$ cat src/hw/egm_defs.svh
// Purpose: constants of the engine map and pump gain register slice
// Assumes: 250 MHz core clock
// Notes:   definitions only
`ifndef EGM_DEFS_SVH
`define EGM_DEFS_SVH

// ----------------------------------------------------------------
// register offsets
// ----------------------------------------------------------------
`define EGM_ADDR_ENG1_HIGH   8'h70
`define EGM_ADDR_ENG1_LOW    8'h71
`define EGM_ADDR_ENG2_HIGH   8'h72
`define EGM_ADDR_ENG2_LOW    8'h73
`define EGM_ADDR_ENG3_HIGH   8'h74
`define EGM_ADDR_ENG3_LOW    8'h75
`define EGM_ADDR_GAIN        8'h76
`define EGM_UNMAPPED_DATA    8'h00

// ----------------------------------------------------------------
// reset values and field layout
// ----------------------------------------------------------------
`define EGM_MAP_RESET        9'h000
`define EGM_GAIN_RESET       8'h00
`define EGM_GAIN_WMASK       8'hfc
`define EGM_THR_HI           7
`define EGM_THR_LO           6
`define EGM_ADAPT_BIT        5
`define EGM_TMR_HI           4
`define EGM_TMR_LO           3
`define EGM_RETURN_BIT       2
`define EGM_OUT_NINE         8

// ----------------------------------------------------------------
// threshold levels in mV and timer periods in ms
// ----------------------------------------------------------------
`define EGM_THR_MV_SEL0      9'h190
`define EGM_THR_MV_SEL1      9'h12c
`define EGM_THR_MV_SEL2      9'h0c8
`define EGM_THR_MV_SEL3      9'h064
`define EGM_TMR_MS_SEL0      5
`define EGM_TMR_MS_SEL1      10
`define EGM_TMR_MS_SEL2      50
`define EGM_TMR_NONE         24'h000000
`define EGM_CLK_KHZ          250000

// ----------------------------------------------------------------
// serial bus
// ----------------------------------------------------------------
`define EGM_SLAVE_ADDR       7'h2a
`define EGM_BIT_LAST         3'h7
`define EGM_BIT_FIRST        3'h0

`endif

$ cat src/hw/egm_pkg.sv
// Purpose: types of the engine map and pump gain register slice
// Assumes: nothing
// Notes:   states follow gray steps along a write transfer
`default_nettype none
package egm_pkg;
	typedef enum logic [3:0] {
		egm_st_idle      = 4'h0,
		egm_st_addr      = 4'h1,
		egm_st_addr_ack  = 4'h3,
		egm_st_reg       = 4'h2,
		egm_st_reg_ack   = 4'h6,
		egm_st_wdata     = 4'h7,
		egm_st_wdata_ack = 4'h5,
		egm_st_rdata     = 4'h4,
		egm_st_rdata_ack = 4'hc
	} egm_state_t;
endpackage
`default_nettype wire

$ cat src/hw/egm_regs.sv
// Purpose: engine-to-output status and pump gain control registers, serial bus slave
// Assumes: engine drive vectors come from logic on core_clk
// Notes:   bus pins pass three flip-flops; register pointer auto-increments
`include "egm_defs.svh"
`timescale 1ns/1ps
`default_nettype none

module egm_regs #(
	parameter logic [6:0]  SLAVE_ADDR    = `EGM_SLAVE_ADDR,
	parameter logic [23:0] TMR_SEL0_CYC  = 24'(`EGM_TMR_MS_SEL0 * `EGM_CLK_KHZ),
	parameter logic [23:0] TMR_SEL1_CYC  = 24'(`EGM_TMR_MS_SEL1 * `EGM_CLK_KHZ),
	parameter logic [23:0] TMR_SEL2_CYC  = 24'(`EGM_TMR_MS_SEL2 * `EGM_CLK_KHZ)
) (
	input  wire logic        core_clk,
	input  wire logic        rst,
	input  wire logic        scl_pin,
	input  wire logic        sda_in,
	output logic             sda_out,
	output logic             sda_oe,
	input  wire logic [8:0]  eng_one_drive,
	input  wire logic [8:0]  eng_two_drive,
	input  wire logic [8:0]  eng_three_drive,
	output logic [1:0]       threshold_sel,
	output logic [8:0]       threshold_mv,
	output logic             adaptive_level_enable,
	output logic [1:0]       timer_sel,
	output logic [23:0]      gain_timer_cycles,
	output logic             gain_return_timer_enable
);

	// ----------------------------------------------------------------
	// state
	// ----------------------------------------------------------------
	logic               scl_s1, scl_s2, scl_s3;
	logic               sda_s1, sda_s2, sda_s3;
	egm_pkg::egm_state_t state, next_state;
	logic [2:0]         bit_cnt, next_bit_cnt;
	logic               full, next_full;
	logic               rd_mode, next_rd_mode;
	logic               master_nack, next_master_nack;
	logic [7:0]         shreg, next_shreg;
	logic [7:0]         ptr, next_ptr;
	logic               oe, next_oe;
	logic [8:0]         map_one, next_map_one;
	logic [8:0]         map_two, next_map_two;
	logic [8:0]         map_three, next_map_three;
	logic [7:0]         gain, next_gain;
	logic [8:0]         next_thr_mv;
	logic [23:0]        next_tmr_cyc;
	logic               scl_rise, scl_fall, bus_start, bus_stop;
	logic               wr_gain_fire;
	logic [7:0]         rd_cur;

	// ----------------------------------------------------------------
	// read mux
	// ----------------------------------------------------------------
	function automatic logic [7:0] rd_byte(input logic [7:0] a, input logic [8:0] m1,
		input logic [8:0] m2, input logic [8:0] m3, input logic [7:0] g);
		logic [7:0] d;
		d = `EGM_UNMAPPED_DATA;
		case (a)
			`EGM_ADDR_ENG1_HIGH: d = {7'h00, m1[`EGM_OUT_NINE]};
			`EGM_ADDR_ENG1_LOW:  d = m1[7:0];
			`EGM_ADDR_ENG2_HIGH: d = {7'h00, m2[`EGM_OUT_NINE]};
			`EGM_ADDR_ENG2_LOW:  d = m2[7:0];
			`EGM_ADDR_ENG3_HIGH: d = {7'h00, m3[`EGM_OUT_NINE]};
			`EGM_ADDR_ENG3_LOW:  d = m3[7:0];
			`EGM_ADDR_GAIN:      d = g & `EGM_GAIN_WMASK;
			default:             d = `EGM_UNMAPPED_DATA;
		endcase
		return d;
	endfunction

	assign rd_cur   = rd_byte(ptr, map_one, map_two, map_three, gain);
	// edge detectors read only the second and third stages
	assign scl_rise  = scl_s2 & ~scl_s3;
	assign scl_fall  = ~scl_s2 & scl_s3;
	assign bus_start = scl_s2 & scl_s3 & sda_s3 & ~sda_s2;
	assign bus_stop  = scl_s2 & scl_s3 & ~sda_s3 & sda_s2;

	// ----------------------------------------------------------------
	// next values
	// ----------------------------------------------------------------
	always_comb begin
		logic [7:0] lb;
		lb               = rd_cur;
		next_state       = state;
		next_bit_cnt     = bit_cnt;
		next_full        = full;
		next_rd_mode     = rd_mode;
		next_master_nack = master_nack;
		next_shreg       = shreg;
		next_ptr         = ptr;
		next_oe          = oe;
		next_gain        = gain;
		wr_gain_fire     = 1'b0;
		// live copy every cycle, so a read never sees a stale map
		next_map_one     = eng_one_drive;
		next_map_two     = eng_two_drive;
		next_map_three   = eng_three_drive;
		if (bus_start) begin
			next_state   = egm_pkg::egm_st_addr;
			next_bit_cnt = `EGM_BIT_FIRST;
			next_full    = 1'b0;
			next_oe      = 1'b0;
		end else if (bus_stop) begin
			next_state = egm_pkg::egm_st_idle;
			next_oe    = 1'b0;
		end else begin
			case (state)
				egm_pkg::egm_st_addr, egm_pkg::egm_st_reg, egm_pkg::egm_st_wdata: begin
					if (scl_rise) begin
						next_shreg   = {shreg[6:0], sda_s2};
						next_bit_cnt = bit_cnt + 3'h1;
						next_full    = (bit_cnt == `EGM_BIT_LAST);
					end else if (scl_fall && full) begin
						next_full = 1'b0;
						next_oe   = 1'b1;
						if (state == egm_pkg::egm_st_addr) begin
							next_rd_mode = shreg[0];
							next_state   = egm_pkg::egm_st_addr_ack;
							if (shreg[7:1] != SLAVE_ADDR) begin
								next_oe    = 1'b0;
								next_state = egm_pkg::egm_st_idle;
							end
						end else if (state == egm_pkg::egm_st_reg) begin
							next_ptr   = shreg;
							next_state = egm_pkg::egm_st_reg_ack;
						end else begin
							// read-only and unmapped offsets take the byte and drop it
							if (ptr == `EGM_ADDR_GAIN) begin
								next_gain    = shreg & `EGM_GAIN_WMASK;
								wr_gain_fire = 1'b1;
							end
							next_ptr   = ptr + 8'h01;
							next_state = egm_pkg::egm_st_wdata_ack;
						end
					end
				end
				egm_pkg::egm_st_addr_ack: begin
					if (scl_fall) begin
						next_bit_cnt = `EGM_BIT_FIRST;
						if (rd_mode) begin
							next_shreg = lb;
							next_oe    = ~lb[7];
							next_state = egm_pkg::egm_st_rdata;
						end else begin
							next_oe    = 1'b0;
							next_state = egm_pkg::egm_st_reg;
						end
					end
				end
				egm_pkg::egm_st_reg_ack, egm_pkg::egm_st_wdata_ack: begin
					if (scl_fall) begin
						next_oe      = 1'b0;
						next_bit_cnt = `EGM_BIT_FIRST;
						next_state   = egm_pkg::egm_st_wdata;
					end
				end
				egm_pkg::egm_st_rdata: begin
					if (scl_rise) begin
						next_bit_cnt = bit_cnt + 3'h1;
						next_full    = (bit_cnt == `EGM_BIT_LAST);
					end else if (scl_fall) begin
						if (full) begin
							next_full  = 1'b0;
							next_oe    = 1'b0;
							next_ptr   = ptr + 8'h01;
							next_state = egm_pkg::egm_st_rdata_ack;
						end else begin
							next_shreg = {shreg[6:0], 1'b0};
							next_oe    = ~shreg[6];
						end
					end
				end
				egm_pkg::egm_st_rdata_ack: begin
					if (scl_rise) begin
						next_master_nack = sda_s2;
					end else if (scl_fall) begin
						next_bit_cnt = `EGM_BIT_FIRST;
						if (master_nack) begin
							next_state = egm_pkg::egm_st_idle;
						end else begin
							next_shreg = lb;
							next_oe    = ~lb[7];
							next_state = egm_pkg::egm_st_rdata;
						end
					end
				end
				default: begin
					next_oe = 1'b0;
				end
			endcase
		end
		case (next_gain[`EGM_THR_HI:`EGM_THR_LO])
			2'b00:   next_thr_mv = `EGM_THR_MV_SEL0;
			2'b01:   next_thr_mv = `EGM_THR_MV_SEL1;
			2'b10:   next_thr_mv = `EGM_THR_MV_SEL2;
			default: next_thr_mv = `EGM_THR_MV_SEL3;
		endcase
		case (next_gain[`EGM_TMR_HI:`EGM_TMR_LO])
			2'b00:   next_tmr_cyc = TMR_SEL0_CYC;
			2'b01:   next_tmr_cyc = TMR_SEL1_CYC;
			2'b10:   next_tmr_cyc = TMR_SEL2_CYC;
			default: next_tmr_cyc = `EGM_TMR_NONE;
		endcase
	end

	// ----------------------------------------------------------------
	// registers
	// ----------------------------------------------------------------
	always_ff @(posedge core_clk) begin
		scl_s1 <= scl_pin;
		scl_s2 <= scl_s1;
		scl_s3 <= scl_s2;
		sda_s1 <= sda_in;
		sda_s2 <= sda_s1;
		sda_s3 <= sda_s2;
		if (rst) begin
			state                    <= egm_pkg::egm_st_idle;
			bit_cnt                  <= `EGM_BIT_FIRST;
			full                     <= 1'b0;
			rd_mode                  <= 1'b0;
			master_nack              <= 1'b0;
			shreg                    <= 8'h00;
			ptr                      <= 8'h00;
			oe                       <= 1'b0;
			map_one                  <= `EGM_MAP_RESET;
			map_two                  <= `EGM_MAP_RESET;
			map_three                <= `EGM_MAP_RESET;
			gain                     <= `EGM_GAIN_RESET;
			threshold_mv             <= `EGM_THR_MV_SEL0;
			gain_timer_cycles        <= TMR_SEL0_CYC;
		end else begin
			state                    <= next_state;
			bit_cnt                  <= next_bit_cnt;
			full                     <= next_full;
			rd_mode                  <= next_rd_mode;
			master_nack              <= next_master_nack;
			shreg                    <= next_shreg;
			ptr                      <= next_ptr;
			oe                       <= next_oe;
			map_one                  <= next_map_one;
			map_two                  <= next_map_two;
			map_three                <= next_map_three;
			gain                     <= next_gain;
			threshold_mv             <= next_thr_mv;
			gain_timer_cycles        <= next_tmr_cyc;
		end
	end

	// open drain: only ever pulls low
	assign sda_out                  = 1'b0;
	assign sda_oe                   = oe;
	assign threshold_sel            = gain[`EGM_THR_HI:`EGM_THR_LO];
	assign adaptive_level_enable    = gain[`EGM_ADAPT_BIT];
	assign timer_sel                = gain[`EGM_TMR_HI:`EGM_TMR_LO];
	assign gain_return_timer_enable = gain[`EGM_RETURN_BIT];
endmodule

`default_nettype wire

$ cat config.mk
export PLATFORM = sky130hd
export DESIGN_NAME = egm_regs
export DESIGN_NICKNAME = d
export VERILOG_FILES = /design/src/hw/egm_pkg.sv /design/src/hw/egm_regs.sv
export VERILOG_INCLUDE_DIRS = /design/src /design/src/hw
export SDC_FILE = /design/constraint.sdc
export NUM_CORES = 1
export LEC_CHECK = 0
export ABC_AREA = 1
export BUFFER_PORTS_ARGS = -buffer_cell sky130_fd_sc_hd__buf_2
export CAP_MARGIN = 20
export CORE_MARGIN = 3
export CORE_UTILIZATION = 40
export DETAILED_ROUTE_END_ITERATION = 8
export GPL_ROUTABILITY_DRIVEN = 1
export PLACE_DENSITY_LB_ADDON = 0.12
export SLEW_MARGIN = 5
export SYNTH_ARGS = -nofsm -noshare
export SYNTH_HDL_FRONTEND = slang
export SYNTH_SLANG_ARGS = --single-unit
export TNS_END_PERCENT = 100
$ cat constraint.sdc
create_clock -name core_clk -period 2.75 [get_ports core_clk]
set_input_delay 0.1375 -clock core_clk [delete_from_list [all_inputs] [get_ports core_clk]]
set_output_delay 0.1375 -clock core_clk [all_outputs]
set_load 0.02 [all_outputs]
# Word level (Yosys, flattened, before mapping)
# Cells that the tools add are included.
# classes
eq_ne,47
muxes,68
n_addsub,2
reduce_logical,24
n_bitwise,18
# op_table
op,n
8-bit 2-to-1 mux,24
24-bit one-hot mux with 3 select lines,1
8-bit by 7-bit equality test with 1-bit output (second input constant),7
8-bit one-hot mux with 7 select lines,1
4-bit 2-to-1 mux,10
4-bit != test (second input constant),9
8-bit one-hot mux with 4 select lines,1
2-bit != test (second input constant),14
9-bit one-hot mux with 3 select lines,1
4-bit one-hot mux with 5 select lines,1
10-bit AND reduction,2
1-bit 2-to-1 mux,18
9-bit AND reduction,2
4-bit by 3-bit equality test with 1-bit output (second input constant),4
8-bit one-hot mux with 2 select lines,1
3-bit 2-to-1 mux,5
12-bit AND reduction,1
4-bit AND reduction,3
1-bit NOT,11
3-bit one-hot mux with 3 select lines,1
3-bit OR reduction,3
8-bit by 1-bit adder with 8-bit output (second input constant),1
4-bit by 2-bit equality test with 1-bit output (second input constant),2
8-bit AND reduction,1
23 further kinds,35
# totals
word_cells,181
register_bits,99

# Longest topological paths before layout
# logic_depth
word_depth,11
depth_mapped,13

# Least setup slack after synthesis
# OpenSTA, ideal clock, no wires.
# synth_path
path_type,register to register
startpoint,register scl_s2
endpoint,register threshold_mv[4]
path_buffers,1
period_less_slack_ns,1.962
stages_incl_launch_ff,11
path_slack_ns,0.788
setup_ns,0.123
t_arrival_ns,1.838
t_required_ns,2.627
path_cell_list,dfxtp_1 -> ha_1 -> nand3_1 -> nand2_1 -> nor3_2 -> nand4_1 -> buf_2 -> nand2_1 -> o21ai_2 -> ha_1 -> or2_2
# synth_between
elab_chain_len,10
elab_cells_between_ends,18
classes_between,2 x eq/ne; 6 x mux; 8 x bitwise; 2 x reduce/logical
# synth_rtl
item,line_no,text
from (decl),egm_regs.sv:34,"logic scl_s1, scl_s2, scl_s3;"
from (signal assigned),egm_regs.sv:214,scl_s2 <= scl_s1;
1-bit NOT,egm_regs.sv:77,assign scl_fall = ~scl_s2 & scl_s3;
1-bit AND,egm_regs.sv:77,
1-bit logical AND,egm_regs.sv:116,end else if (scl_fall && full) begin
8-bit 2-to-1 mux,egm_regs.sv:116,
8-bit 2-to-1 mux,egm_regs.sv:112,if (scl_rise) begin
8-bit 2-to-1 mux,egm_regs.sv:110,case (state)
8-bit 2-to-1 mux,egm_regs.sv:106,end else if (bus_stop) begin
8-bit 2-to-1 mux (*),egm_regs.sv:101,if (bus_start) begin
2-bit equality test (tied with other cells),egm_regs.sv:195,case (next_gain[`EGM_THR_HI:`EGM_THR_LO])
9-bit one-hot mux with 3 select lines (*),egm_regs.sv:195,
named net next_thr_mv[4],egm_regs.sv:48,logic [8:0] next_thr_mv;
to (signal assigned),egm_regs.sv:232,threshold_mv <= `EGM_THR_MV_SEL0;
to (signal assigned),egm_regs.sv:247,threshold_mv <= next_thr_mv;
to (decl),egm_regs.sv:24,"output logic [8:0] threshold_mv,"
# Mark *: on every way through the listed nets, which the timed path passes. The rest lies on a longest branch.
# A chain may end at the register's enable or synchronous reset.

# Worst setup path after layout
# layout_path
startpoint,register scl_s2
endpoint,register threshold_mv[8]
# layout_between
elab_chain_len,10
elab_cells_between_ends,18
classes_between,2 x eq/ne; 6 x mux; 8 x bitwise; 2 x reduce/logical
# layout_rtl
item,line_no,text
1-bit NOT,egm_regs.sv:77,
1-bit AND,egm_regs.sv:77,
1-bit logical AND,egm_regs.sv:116,
8-bit 2-to-1 mux,egm_regs.sv:116,
8-bit 2-to-1 mux,egm_regs.sv:112,
8-bit 2-to-1 mux,egm_regs.sv:110,
8-bit 2-to-1 mux,egm_regs.sv:106,
8-bit 2-to-1 mux (*),egm_regs.sv:101,
named net next_gain[6],egm_regs.sv:47,"logic [7:0] gain, next_gain;"
2-bit equality test (tied with other cells),egm_regs.sv:195,
9-bit one-hot mux with 3 select lines (*),egm_regs.sv:195,
# Marked as above.

==> flow_results.xml <==
<?xml version="1.0" encoding="UTF-8"?>
<metrics>
  <group name="status">
    <metric name="outcome" unit="">finished, final reports clean</metric>
  </group>
  <group name="detailed_routing">
    <metric name="wl" unit="um">9650</metric>
    <metric name="drt_pre_antenna_iters" unit="">4</metric>
    <metric name="post-route-drc-count" unit="">0</metric>
    <metric name="dr_total_vias" unit="">3673</metric>
    <metric name="drt-vias-per-instance" unit="">4.59</metric>
    <metric name="drt.antenna.violating_nets" unit="">0</metric>
    <metric name="drt-initial-drc-count" unit="">147</metric>
    <metric name="route.detailed.wl_per_inst" unit="um">12.1</metric>
  </group>
  <group name="worst_setup_path">
    <metric name="start_kind" unit="">register</metric>
    <metric name="cpPeakStageDelay" unit="ns">0.34</metric>
    <metric name="crit_path_max_delay_family" unit="">simple AND/OR/NAND/NOR gates</metric>
    <metric name="cp.buffers_inverters" unit="">2</metric>
    <metric name="critPathArrivalTime" unit="ns">2.48</metric>
    <metric name="critical_path_startpoint" unit="">scl_s2</metric>
    <metric name="cp_cell_sequence" unit="">ha_1, nand3_1, nand2_1, nor3_2, nand4_1, buf_4, o21ai_1, inv_1, ha_1, nor2_1, o21ai_0</metric>
    <metric name="worstPathRequired" unit="ns">2.99</metric>
    <metric name="crit_slowest_cell" unit="">dfxtp_1</metric>
    <metric name="path_max_fanout" unit="">12</metric>
    <metric name="critical_path_start_end_classification" unit="">reg2reg</metric>
    <metric name="worstSetupEndpointType" unit="">register</metric>
    <metric name="timing.critical_path.mode_cell" unit="">ha_1</metric>
    <metric name="rr_startpoint" unit="">scl_s2</metric>
  </group>
  <group name="timing">
    <metric name="report.final.setup_viol" unit="">0</metric>
    <metric name="maxSlewHeadroom" unit="%">62.5</metric>
    <metric name="fin_crit_sh" unit="%">81.6</metric>
    <metric name="hold_viol_final" unit="">0</metric>
    <metric name="max_frequency" unit="MHz">446</metric>
    <metric name="rsz0062_at_grt" unit="">false</metric>
    <metric name="timing.final.max_slew_violations" unit="">0</metric>
    <metric name="worstMarginPinSlew" unit="ns">0.560</metric>
    <metric name="worst_clock_skew" unit="ns">0.0112</metric>
    <metric name="timing.setup.tns" unit="ns">0</metric>
    <metric name="period_needed" unit="ns">2.24</metric>
  </group>
  <group name="clocking">
    <metric name="clkSinkCount" unit="">79</metric>
    <metric name="clkTransAtPathRegs" unit="ns">0.09</metric>
    <metric name="tritoncts.num_buffers" unit="">9</metric>
    <metric name="postCtsSetupBuffers" unit="">0</metric>
    <metric name="cts_tree" unit="">built</metric>
    <metric name="htreeDepth" unit="">3</metric>
    <metric name="post_cts_resized" unit="">0</metric>
    <metric name="cts_hold_buffers" unit="">29</metric>
    <metric name="cts_root_buf" unit="">clkbuf_8</metric>
    <metric name="maximum_count_of_clock_buffers_along_a_single_path" unit="">2</metric>
    <metric name="clk-insertion-delay-late" unit="ns">0.37</metric>
  </group>
  <group name="yosys">
    <metric name="netlist_instances" unit="">583</metric>
    <metric name="post_synth_main_area_contributors" unit="">dfxtp_1 38%, nand2_1 10%, nor2_1 9.7%, inv_1 7.2%, ha_1 5.7%</metric>
    <metric name="synth_seq_area_share" unit="%">38.2</metric>
    <metric name="ys.warnings.count" unit="">0</metric>
    <metric name="synth-main-ff-cell" unit="">dfxtp_1</metric>
    <metric name="synth_largest_area_cell" unit="">dfxtp_1</metric>
    <metric name="synth.lib_cells_used.distinct" unit="">37</metric>
    <metric name="synth.top_cells.by_count" unit="">111 x nand2_1, 107 x nor2_1, 79 x dfxtp_1, 79 x inv_1, 29 x nand3_1</metric>
    <metric name="yosys.area.top_type_share" unit="%">38.2</metric>
    <metric name="synthesis.area_per_instance" unit="um2">7.11</metric>
    <metric name="yosys.cell_count.top_type" unit="">nand2_1</metric>
    <metric name="synth-edff-count" unit="">0</metric>
    <metric name="postSynth.asyncResetShare" unit="%">0</metric>
    <metric name="synth.ff_latch_count" unit="">79</metric>
    <metric name="syn_area" unit="um2">4150</metric>
  </group>
  <group name="floorplanning">
    <metric name="core_region_area" unit="um2">9910</metric>
    <metric name="row_count" unit="">36</metric>
    <metric name="floorplan.initialDensity" unit="%">41.8</metric>
    <metric name="ios" unit="">72</metric>
    <metric name="chipHeight" unit="um">108</metric>
    <metric name="design.die.area" unit="um2">11600</metric>
    <metric name="die-width" unit="um">108</metric>
  </group>
  <group name="placement">
    <metric name="gp_congestion" unit="">0.888</metric>
    <metric name="post-dp-hpwl" unit="um">6990</metric>
    <metric name="placement.io_buffers" unit="">62</metric>
  </group>
  <group name="global_routing">
    <metric name="grt_use_total" unit="%">17.5</metric>
    <metric name="vias_in_the_first_global_route" unit="">3387</metric>
    <metric name="globalRoute.totalOverflow" unit="">0</metric>
    <metric name="grt_first_pass_wirelength" unit="um">16100</metric>
    <metric name="grt_max_degree" unit="">44</metric>
    <metric name="antenna_violations_before_repair" unit="">0</metric>
  </group>
  <group name="pwr">
    <metric name="irDropWorstVdd" unit="uV">312</metric>
    <metric name="power.density_cell_area" unit="nW/um2">788</metric>
    <metric name="leakage" unit="nW">2.47</metric>
    <metric name="power.total" unit="W">0.00387</metric>
  </group>
  <group name="cells_and_area">
    <metric name="number_of_nets_in_the_finished_design" unit="">712</metric>
    <metric name="final_layout_size_suffix_gt1_share" unit="%">19.6</metric>
    <metric name="area_delta_synth_final" unit="%">18.6</metric>
    <metric name="nFillCells" unit="">1033</metric>
    <metric name="antenna_cells_inserted" unit="">0</metric>
  </group>
  <group name="hold_path">
    <metric name="worst_hold_launch" unit="">rst</metric>
    <metric name="worstHoldPathType" unit="">in2reg</metric>
  </group>
  <group name="job">
    <metric name="max_cap_viol_count" unit="">0</metric>
  </group>
</metrics>
## tightest hold or removal path: cells and delay by family
kind,cells,cell delay (ns)
and+or+nand+nor,1,0.18
buffers and inverters,2,0.16
AOI/OAI and AO/OA,1,0.06
## per-layer routing
layer / up-vias / track usage, % / wire [um]
met2: 88 / 28.8 / 4400
met4: 0 / 7.12 / 201
met1: 1625 / 22.4 / 4610
li1: 1944 / - / -
met5: - / 0 / 0
met3: 16 / 3.18 / 427
## flip-flops by register name (all words and copies together) (netlist names), 3 cells and up
signal	cells
gain	6
threshold_mv	6
ptr	8
bit_cnt	3
map_two	9
gain_timer_cycles	7
state	4
map_one	9
map_three	9
shreg	8
## where the power goes
group | leakage, nW | total [W] | internal [W] | switching, W
clock network | 0.0949 | 0.000842 | 0.000348 | 0.000494
registers | 0.648 | 0.00143 | 0.00128 | 0.000157
logic | 1.72 | 0.00160 | 0.000534 | 0.00106
## stage by stage
stage | area (um2) | worst slack [ns] | instances | hold slack, ns | util [%]
2_1_floorplan | 4180 | 0.788 | 591 | 0.165 | -
3_3_place_gp | 4440 | 0.592 | 755 | 0.239 | 44.8
3_5_place_dp | 4440 | 0.499 | 755 | 0.242 | 44.8
4_1_cts | 4920 | 0.491 | 800 | 0.188 | 49.6
5_1_grt | 4920 | 0.185 | 800 | 0.214 | 49.6
6_report | 4920 | 0.506 | 800 | 0.208 | 49.6
## final timing paths
path / end / slack, ns / depth (start not counted)
worst max-delay path: threshold_mv[8] / 0.51 / 11
worst min-delay path: bit_cnt[2] / 0.21 / 4
worst max register to register: threshold_mv[8] / 0.51 / 11
worst min register to register: scl_s2 / 0.35 / 0
## placed cells by master, fill, tap and decap left out, types with 4 or more instances in the layout
master | Yosys | layout
a21oi_1 | 18 | 18
buf_2 | 4 | 62
buf_4 | 24 | 4
clkbuf_8 | 0 | 9
conb_1 | 1 | 9
dfxtp_1 | 79 | 79
dlygate4sd3_1 | 0 | 29
ha_1 | 19 | 19
inv_1 | 79 | 79
inv_2 | 13 | 13
nand2_1 | 111 | 111
nand2_2 | 8 | 8
nand2_4 | 5 | 5
nand3_1 | 29 | 29
nand4_1 | 17 | 17
nor2_1 | 107 | 107
nor2_2 | 4 | 4
o21ai_0 | 23 | 23
o21ai_1 | 5 | 5
## cells by family after synthesis
kind of cell	after synthesis	share of synthesized area [%]
other	1	0.0905
flip-flops	79	38.2
buffers and inverters	127	14.2
XOR/XNOR	3	0.634
AND/OR/NAND/NOR	299	33.7
adder cells (fa/ha/maj)	19	5.74
AO/OA/AOI/OAI	55	7.43
## final cells by class
class                   count  area (um2)  area share, %
well taps                 133         166           3.38
clock buffers               9         124           2.52
inverters                  92         345           7.02
clock inverters             7        66.3           1.35
multi-input cells         385        2000           40.7
repair buffers             95         631           12.8
flip-flops and latches     79        1580           32.2
No activity file was read; power rests on OpenSTA's default activity.
